### src/hdl/wcm_pkg.sv
// constants and types for the windowed watchdog with clock monitor
package wcm_pkg;
    localparam int          CLK_HZ       = 100_000_000;
    localparam int          CM_MIN_HZ    = 5_000;
    localparam int          CM_LIMIT     = CLK_HZ / CM_MIN_HZ;
    localparam int          HOLD_CYCLES  = 24;
    localparam int          KEY_MSB      = 5;
    localparam int          KEY_LSB      = 1;
    localparam int          WIN_MSB      = 7;
    localparam int          WIN_LSB      = 6;
    localparam int          CM_BIT       = 0;
    localparam logic [4:0]  KEY_VALUE    = 5'h0C;
    localparam logic [4:0]  KEY_READ     = 5'h00;
    localparam logic [1:0]  WIN_RESET    = 2'h3;
    localparam logic        CM_RESET     = 1'b1;
    localparam logic [16:0] LOWER_LIMIT  = 17'h00800;
    localparam logic [16:0] UPPER_BASE   = 17'h02000;
    localparam int          CNT_W        = 17;
    localparam int          IDLE_W       = 16;
    localparam int          TAP_LSB      = 12;
    localparam logic [2:0]  TAP_MAX      = 3'h4;

    typedef enum logic [3:0] {
        WCM_ARMED = 4'h1,
        WCM_DRIVE = 4'h2,
        WCM_HOLD  = 4'h4,
        WCM_WAIT  = 4'h8
    } wcm_state_e;
endpackage

### src/hdl/wcm_idle_if.sv
// signals between the watchdog control and the idle timer
`timescale 1ns/10ps
`default_nettype none
interface wcm_idle_if;
    logic                      idleEdge;
    logic [wcm_pkg::IDLE_W-1:0] count;
    logic [2:0]                tapSel;
    logic                      pendClear;
    logic                      pending;

    modport timer (output idleEdge, output count, output pending,
                   input tapSel, input pendClear);
    modport ctrl  (input idleEdge, input count, input pending,
                   output tapSel, output pendClear);
endinterface
`default_nettype wire

### src/hdl/wcm_idle_timer.sv
// idle timer counter with tick pending flag
`timescale 1ns/10ps
`default_nettype none
module wcm_idle_timer
    import wcm_pkg::*;
(
    input  wire logic clk,        // system clock
    input  wire logic porReset,   // power-on reset only
    input  wire logic idleClkPin, // idle timer clock pin
    wcm_idle_if.timer tmr         // link to watchdog control
);
    logic              syncA;
    logic              syncB;
    logic              syncPrev;
    logic [IDLE_W-1:0] count;
    logic              pending;
    logic              tapPrev;
    wire  logic [2:0]  tapIdx  = (tmr.tapSel > TAP_MAX) ? TAP_MAX : tmr.tapSel;
    wire  logic        tapBit  = count[TAP_LSB + int'(tapIdx)];
    wire  logic        edgeNow = syncB & ~syncPrev;
    wire  logic        tapFlip = tapBit ^ tapPrev;

    // external reset does not reach the counter
    always_ff @(posedge clk or posedge porReset) begin
        if (porReset) begin
            syncA    <= 1'b0;
            syncB    <= 1'b0;
            syncPrev <= 1'b0;
            count    <= '0;
            tapPrev  <= 1'b0;
        end else begin
            syncA    <= idleClkPin;
            syncB    <= syncA;
            syncPrev <= syncB;
            count    <= edgeNow ? count + 1'b1 : count;
            tapPrev  <= tapBit;
        end
    end

    // set wins over software clear
    always_ff @(posedge clk or posedge porReset) begin
        if (porReset) begin
            pending <= 1'b0;
        end else if (tapFlip) begin
            pending <= 1'b1;
        end else if (tmr.pendClear) begin
            pending <= 1'b0;
        end
    end

    assign tmr.idleEdge = edgeNow;
    assign tmr.count    = count;
    assign tmr.pending  = pending;
endmodule
`default_nettype wire

### src/hdl/wcm_watchdog.sv
// windowed watchdog and clock monitor, top level
`timescale 1ns/10ps
`default_nettype none
// Overview of operation
// while reset is held neither detector runs nor raises a fault
// after reset the longest window is selected and the monitor enabled
// window and monitor choice are latched only by the first service
// first service is checked against the key only; mismatch faults
// later services compare key, window and monitor bit; mismatch faults
// reads of the service register show zeros in the key field
// timeout detection is suspended during halt and idle
// clock monitor keeps running in halt and idle
// clock monitor fault drives the fault output low while it lasts
// after halt the window restarts at the stored selection
// external reset leaves the idle timer counter running
// pending flag sets when the selected idle counter tap toggles
// software clears the pending flag; hardware never clears it
// leaving idle performs a hardware service
// first service accepted anywhere in the reset window, no lower check
// return from boot code services and re-enables lower checking
// lower limit is 2048 counts; an earlier service faults
// key field is bits five to one and must match the fixed pattern
// watchdog fault holds output low, releases, restarts when pin high
// service writes while the fault output is driven are ignored; code ignores them only when not armed, not in a monitor fault
// window select bits give 8k, 16k, 32k or 64k upper limit
// bit zero enables the clock monitor when one
module wcm_watchdog
    import wcm_pkg::*;
#(
    parameter int CM_LIMIT_CYCLES = CM_LIMIT,
    parameter int HOLD_COUNT      = HOLD_CYCLES
)(
    input  wire logic       clk,             // system clock, 100 MHz
    input  wire logic       reset,           // external reset, async high
    input  wire logic       porReset,        // power-on reset, async high
    input  wire logic       idleClkPin,      // idle timer clock pin
    input  wire logic       cycleStrobePin,  // instruction cycle clock pin
    input  wire logic       highSpeedMode,   // 1: count cycles, 0: idle clocks
    input  wire logic       haltMode,        // device in halt
    input  wire logic       idleMode,        // device in idle
    input  wire logic       bootEnter,       // pulse, jump into boot code
    input  wire logic       bootReturn,      // pulse, return to user code
    input  wire logic       svcWrite,        // pulse, service register write
    input  wire logic [7:0] svcWdata,        // service write data
    output logic      [7:0] svcRdata,        // service register read value
    input  wire logic [2:0] idleTickSel,     // idle tick interval select
    input  wire logic       idleTickClear,   // pulse, clear pending flag
    output logic            idleTickPending, // idle tick pending flag
    output logic            faultOut,        // fault pin output level
    output logic            faultOutOe,      // fault pin driven low when high
    input  wire logic       faultPin,        // fault pin level
    output logic            wdFault,         // watchdog fault in progress
    output logic            cmFault,         // clock monitor fault active
    output logic            firstDone        // first service taken
);
    localparam int CMW = $clog2(CM_LIMIT_CYCLES + 1);
    localparam int HW  = $clog2(HOLD_COUNT + 1);
    localparam logic [CMW-1:0] CM_LIM = CMW'(CM_LIMIT_CYCLES);
    localparam logic [HW-1:0]  HOLD_L = HW'(HOLD_COUNT);

    wcm_idle_if idleBus ();

    wcm_idle_timer u_idle (
        .clk        (clk),
        .porReset   (porReset),
        .idleClkPin (idleClkPin),
        .tmr        (idleBus)
    );

    assign idleBus.tapSel    = idleTickSel;
    assign idleBus.pendClear = idleTickClear;
    assign idleTickPending   = idleBus.pending;

    // pin synchronisers
    logic pinA;
    logic pinB;
    logic stbA;
    logic stbB;
    logic stbPrev;

    always_ff @(posedge clk or posedge reset) begin
        if (reset) begin
            pinA    <= 1'b1;
            pinB    <= 1'b1;
            stbA    <= 1'b0;
            stbB    <= 1'b0;
            stbPrev <= 1'b0;
        end else begin
            pinA    <= faultPin;
            pinB    <= pinA;
            stbA    <= cycleStrobePin;
            stbB    <= stbA;
            stbPrev <= stbB;
        end
    end

    // stored configuration
    logic [1:0] winSel;
    logic       cmEn;
    logic       lowerEn;
    logic       suspPrev;

    // window state
    wcm_state_e           state;
    wcm_state_e           next_state;
    logic [CNT_W-1:0]     wdCount;
    logic [HW-1:0]        holdCnt;
    logic [CMW-1:0]       cmCount;

    // field decode
    wire logic [4:0] keyField  = svcWdata[KEY_MSB:KEY_LSB];
    wire logic [1:0] winField  = svcWdata[WIN_MSB:WIN_LSB];
    wire logic       cmField   = svcWdata[CM_BIT];
    wire logic       keyOk     = (keyField == KEY_VALUE);
    wire logic       winOk     = (winField == winSel);
    wire logic       cmOk      = (cmField == cmEn);
    wire logic       fieldsOk  = firstDone ? (keyOk & winOk & cmOk)
                                           : keyOk;
    wire logic       armed     = (state == WCM_ARMED);
    wire logic       svcTaken  = svcWrite & armed;
    wire logic       tooEarly  = lowerEn & (wdCount < LOWER_LIMIT);
    wire logic       svcGood   = svcTaken & fieldsOk & ~tooEarly;
    wire logic       svcBad    = svcTaken & ~(fieldsOk & ~tooEarly);

    // timebase and suspension
    wire logic       suspended = haltMode | idleMode;
    wire logic       suspEnd   = suspPrev & ~suspended;
    wire logic       tick      = highSpeedMode ? 1'b1 : idleBus.idleEdge;
    wire logic [CNT_W-1:0] upperLimit = UPPER_BASE << winSel;
    wire logic       timeout   = armed & ~suspended
                               & (wdCount >= upperLimit - 1'b1) & tick;
    wire logic       hwService = bootEnter | bootReturn | suspEnd;
    wire logic       restart   = svcGood | hwService;

    // clock monitor decode
    wire logic       stbEdge   = stbB & ~stbPrev;
    wire logic       cmSlow    = (cmCount >= CM_LIM);

    // configuration latched on first good service only
    always_ff @(posedge clk or posedge reset) begin
        if (reset) begin
            winSel    <= WIN_RESET;
            cmEn      <= CM_RESET;
            firstDone <= 1'b0;
        end else if (svcGood & ~firstDone) begin
            winSel    <= winField;
            cmEn      <= cmField;
            firstDone <= 1'b1;
        end
    end

    // lower limit checking enable
    always_ff @(posedge clk or posedge reset) begin
        if (reset) begin
            lowerEn <= 1'b0;
        end else if (bootEnter) begin
            lowerEn <= 1'b0;
        end else if (bootReturn | svcGood) begin
            lowerEn <= 1'b1;
        end
    end

    always_ff @(posedge clk or posedge reset) begin
        if (reset) begin
            suspPrev <= 1'b0;
        end else begin
            suspPrev <= suspended;
        end
    end

    // window counter
    always_ff @(posedge clk or posedge reset) begin
        if (reset) begin
            wdCount <= '0;
        end else if (!armed || restart) begin
            wdCount <= '0;
        end else if (!suspended && tick) begin
            wdCount <= wdCount + 1'b1;
        end
    end

    // fault sequencing
    always_comb begin
        next_state = state;
        unique case (state)
            WCM_ARMED: begin
                if (svcBad || timeout) begin
                    next_state = WCM_DRIVE;
                end
            end
            WCM_DRIVE: begin
                if (!pinB) begin
                    next_state = WCM_HOLD;
                end
            end
            WCM_HOLD: begin
                if (holdCnt == HOLD_L) begin
                    next_state = WCM_WAIT;
                end
            end
            WCM_WAIT: begin
                if (pinB) begin
                    next_state = WCM_ARMED;
                end
            end
        endcase
    end

    always_ff @(posedge clk or posedge reset) begin
        if (reset) begin
            state <= WCM_ARMED;
        end else begin
            state <= next_state;
        end
    end

    always_ff @(posedge clk or posedge reset) begin
        if (reset) begin
            holdCnt <= '0;
        end else if (state == WCM_HOLD) begin
            holdCnt <= holdCnt + 1'b1;
        end else begin
            holdCnt <= '0;
        end
    end

    // clock monitor, runs through halt and idle
    always_ff @(posedge clk or posedge reset) begin
        if (reset) begin
            cmCount <= '0;
        end else if (stbEdge) begin
            cmCount <= '0;
        end else if (!cmSlow) begin
            cmCount <= cmCount + 1'b1;
        end
    end

    always_ff @(posedge clk or posedge reset) begin
        if (reset) begin
            cmFault <= 1'b0;
        end else begin
            cmFault <= cmEn & cmSlow & ~stbEdge;
        end
    end

    // outputs
    always_ff @(posedge clk or posedge reset) begin
        if (reset) begin
            svcRdata <= {WIN_RESET, KEY_READ, CM_RESET};
        end else begin
            svcRdata <= {winSel, KEY_READ, cmEn};
        end
    end

    assign wdFault    = (state == WCM_DRIVE) | (state == WCM_HOLD);
    assign faultOutOe = wdFault | cmFault;
    assign faultOut   = 1'b0;
endmodule
`default_nettype wire

### config.mk
export PLATFORM = sky130hd
export DESIGN_NAME = wcm_watchdog
export DESIGN_NICKNAME = d
export VERILOG_FILES = /design/src/hdl/wcm_pkg.sv /design/src/hdl/wcm_idle_if.sv /design/src/hdl/wcm_idle_timer.sv /design/src/hdl/wcm_watchdog.sv
export SDC_FILE = /design/constraint.sdc
export NUM_CORES = 1
export LEC_CHECK = 0
export BUFFER_PORTS_ARGS = -buffer_cell sky130_fd_sc_hd__buf_4
export CAP_MARGIN = 10
export CORE_MARGIN = 2
export CORE_UTILIZATION = 60
export DETAILED_ROUTE_END_ITERATION = 10
export PLACE_DENSITY = 0.92
export SLEW_MARGIN = 30
export SYNTH_ARGS = -nofsm -noshare
export SYNTH_HDL_FRONTEND = slang
export SYNTH_HIERARCHICAL = 1
export SYNTH_SLANG_ARGS = --single-unit
### constraint.sdc
create_clock -name clk -period 5.9 [get_ports clk]
set_clock_uncertainty 0.05 [all_clocks]
set_input_delay 1.77 -clock clk [delete_from_list [all_inputs] [get_ports clk]]
set_output_delay 1.77 -clock clk [all_outputs]
set_load 0.01 [all_outputs]
==> reports/metrics.cfg <==
[pwr]
power.switching_mw = 0.355
powerDensity_nw_per_um2 = 281
power_frac_clock_pct = 33.3
seqPwrFrac_pct = 51.4
p_sw_share_pct = 28.9
pwr-share-comb_pct = 15.3
power.leakage_nw = 1.93
p_int_mw = 0.873
vdd_drop_max_mv = 0.210

[timing]
relSlewSlack_pct = 48.6
hold_viol = 0
clock.fmax_mhz = 286
min_period_ns = 3.49
tns_ns = 0
tightest_slew_ns = 0.770
rsz0062_at_grt = no
whs_ns = 0.310
maxSlewViolCount = 0
setup_viol = 0
min_period_over_period_pct = 59.2

[finish]
syn_to_final_growth_pct = 12.1
final-seq-area_sq_um = 1940
n_fill_cell = 465
antenna_cells = 0
multiInputGateArea_sq_um = 1830
nets = 425
fin_cells = 473
layout-drive-gt1-share_pct = 21.7

[worst_setup_path]
endpoint_kind = primary output
cp.arrival_ns = 1.67
path_class = reg -> out
cp.required_ns = 4.08
path_max_fanout = 5
start_kind = register

[detailed_routing]
drt-met1-wl_um = 3050
drt-total-wl_um = 7170
wl_met3_um = 306
drt_iter0_drc = 118
dr_total_vias = 2687
drtPass1Iterations = 4
detail-route-antenna-nets = 0
route.detailed.drc = 0
wl_per_cell_um = 15.2
via_per_inst = 5.68
top_layer_used = met4
wl_met2_um = 3660

[clocking]
insertion_delay_ns = 0.35
cts_max_path_buffers = 2
cts_made_buffers = 9
cts_max_level = 3
cts.clk_slew.worst_paths_ns = 0.08
postCtsSetupRepairBufs = 0
cts_sinks = 77
cts-resized-gates = 0
clockRootBuffer = clkbuf_8
hold_buffers = 0
cts_tree = done

[synthesis]
synthArstFlopShare_pct = 100
synth-seq-area-share_pct = 49.7
ys_seq_elements = 77
netlist-cell-type-count = 57
yosysTopAreaCell = dfrtp_1
synth_area_leaders = dfrtp_1 (44%), xnor2_1 (6.5%), dfstp_2 (6.1%)
syn_area_per_cell_sq_um = 10.9
synth_ff_type = dfrtp_1
synth_top_area_share_pct = 43.7
syn_area_sq_um = 3900
netlist_instances = 357
synth_edf_count = 0
ys_warn_count = 6

[floorplan]
die_w_um = 84.6
die_area_sq_um = 7160
rows = 29
core_area_sq_um = 6310
die-height_um = 84.6
initial_utilization_pct = 61.7
pin_count = 38

[global_route]
grt_start_max_net_pins = 57
grt_pass1_vias = 2805
grt_pass1_wl_um = 12800
grt_usage_pct = 22.6
antenna_found_initial = 0
overflow = 0

[run_status]
status = finished, final reports clean

[run]
drv_cap = 0

[hold_path]
min-delay-path-class = reg -> reg

[place]
dpl.hpwl_um = 5120
post-place-cells = 457
gp_congestion = 0.838
portBuffers = 31

-- worst max-delay path: stages (launching register included) --
cell and delay [ns]:
dfrtp_1 0.43, nor2b_1 0.19, nand2b_1 0.19, and2_1 0.17, or2_1 0.20, buf_4 0.14
-- power by group through the flow --
stage / registers, mW / clock network (mW) / logic, mW
3_5_place_dp: 0.640 / 0 / 0.190
2_1_floorplan: 0.629 / 0 / 0.132
4_1_cts: 0.630 / 0.420 / 0.190
6_report: 0.631 / 0.409 / 0.188
3_3_place_gp: 0.636 / 0 / 0.178
5_1_grt: 0.642 / 0.441 / 0.213
-- routing by layer --
layer,up-vias,track usage [%]
li1,1290,-
met1,1319,28.0
met2,65,37.5
met3,13,5.60
met4,0,9.96
met5,-,0
-- logic make-up (layout without fill, tap and decap cells) --
| family | Yosys count | after routing | share of synthesized area [%] |
|---|---|---|---|
| AO/OA/AOI/OAI | 31 | 31 | 6.84 |
| other | 2 | 7 | 0.193 |
| buffers and inverters | 28 | 62 | 3.88 |
| XOR/XNOR | 50 | 50 | 11.2 |
| multiplexers | 6 | 6 | 1.70 |
| flip-flops | 77 | 77 | 49.7 |
| adder cells (fa/ha/maj) | 10 | 10 | 3.21 |
| AND/OR/NAND/NOR | 153 | 153 | 23.2 |
-- cell type report --
class / instances / area share [%]
Clock inverter: 6 / 1.60
Tap cell: 77 / 2.21
Clock buffer: 10 / 3.15
Inverter: 14 / 1.20
Timing Repair Buffer: 32 / 5.50
Multi-Input combinational cell: 257 / 42.0
Sequential cell: 77 / 44.4
-- worst paths after layout --
path                            depth (start not counted)  slack, ns                   to         start
min in group asynchronous                               2       1.50  u_idle/tmr.count[6]      porReset
max in group asynchronous                               3       3.78          wdCount[16]         reset
worst max-delay path                                    5       2.41           faultOutOe      state[2]
worst max register to register                          7       3.68             state[1]     winSel[1]
worst min-delay path                                    0       0.31         u_idle/syncB  u_idle/syncA
worst min register to register                          0       0.31         u_idle/syncB  u_idle/syncA
-- placed cells by master, fill, tap and decap left out, drive strengths merged, types with 2 or more instances in the layout --
cell	count
dfrtp	68
nor2	53
buf	32
xnor2	29
xor2	21
nand2	19
nand3	18
inv	16
a211oi	11
nand4	11
ha	10
clkbuf	10
dfstp	9
nor3	8
and4	7
conb	7
nor4	6
and3	5
a21oi	5
mux2	5
o21ai	5
nor3b	4
nand4b	4
nor2b	4
nand2b	3
clkinv	3
and2	2
o31ai	2
-- sequential cells by signal, indices dropped and copies added (netlist names), 2 cells and up --
name / flops
cmCount: 15
svcRdata: 3
holdCnt: 5
winSel: 2
wdCount: 17
u_idle/tmr.count: 16
state: 4
-- cells in the mapped netlist, types with 2 or more instances --
cell and n:
dfrtp_1 68, nor2_1 51, xnor2_1 29, xor2_1 21, nand2_1 19, nand3_1 18
inv_1 14, ha_1 10, dfstp_2 9, a211oi_2 8, nor3_1 8, and4_1 7
nand4_1 7, buf_4 6, a21oi_1 5, and3_1 5, mux2_2 4, nor2b_1 4
nor3b_1 4, nor4_4 4, o21ai_0 4, a211oi_1 3, buf_6 3, nand2b_1 3
nand4_2 3, nand4b_1 3, and2_1 2, buf_1 2, clkbuf_1 2, conb_1 2
nor2_2 2, nor4_1 2
-- metrics by stage --
stage	worst slack (ns)	total power, mW	area (sq um)	utilization (%)
finish	2.41	1.23	4370	69.2
CTS	2.39	1.24	4360	69.1
global route	2.29	1.30	4370	69.2
detailed placement	2.63	0.830	4160	65.8
global placement	2.71	0.814	4150	65.8
floorplan	2.72	0.762	3920	-
Power figures use the tool's default switching activity.
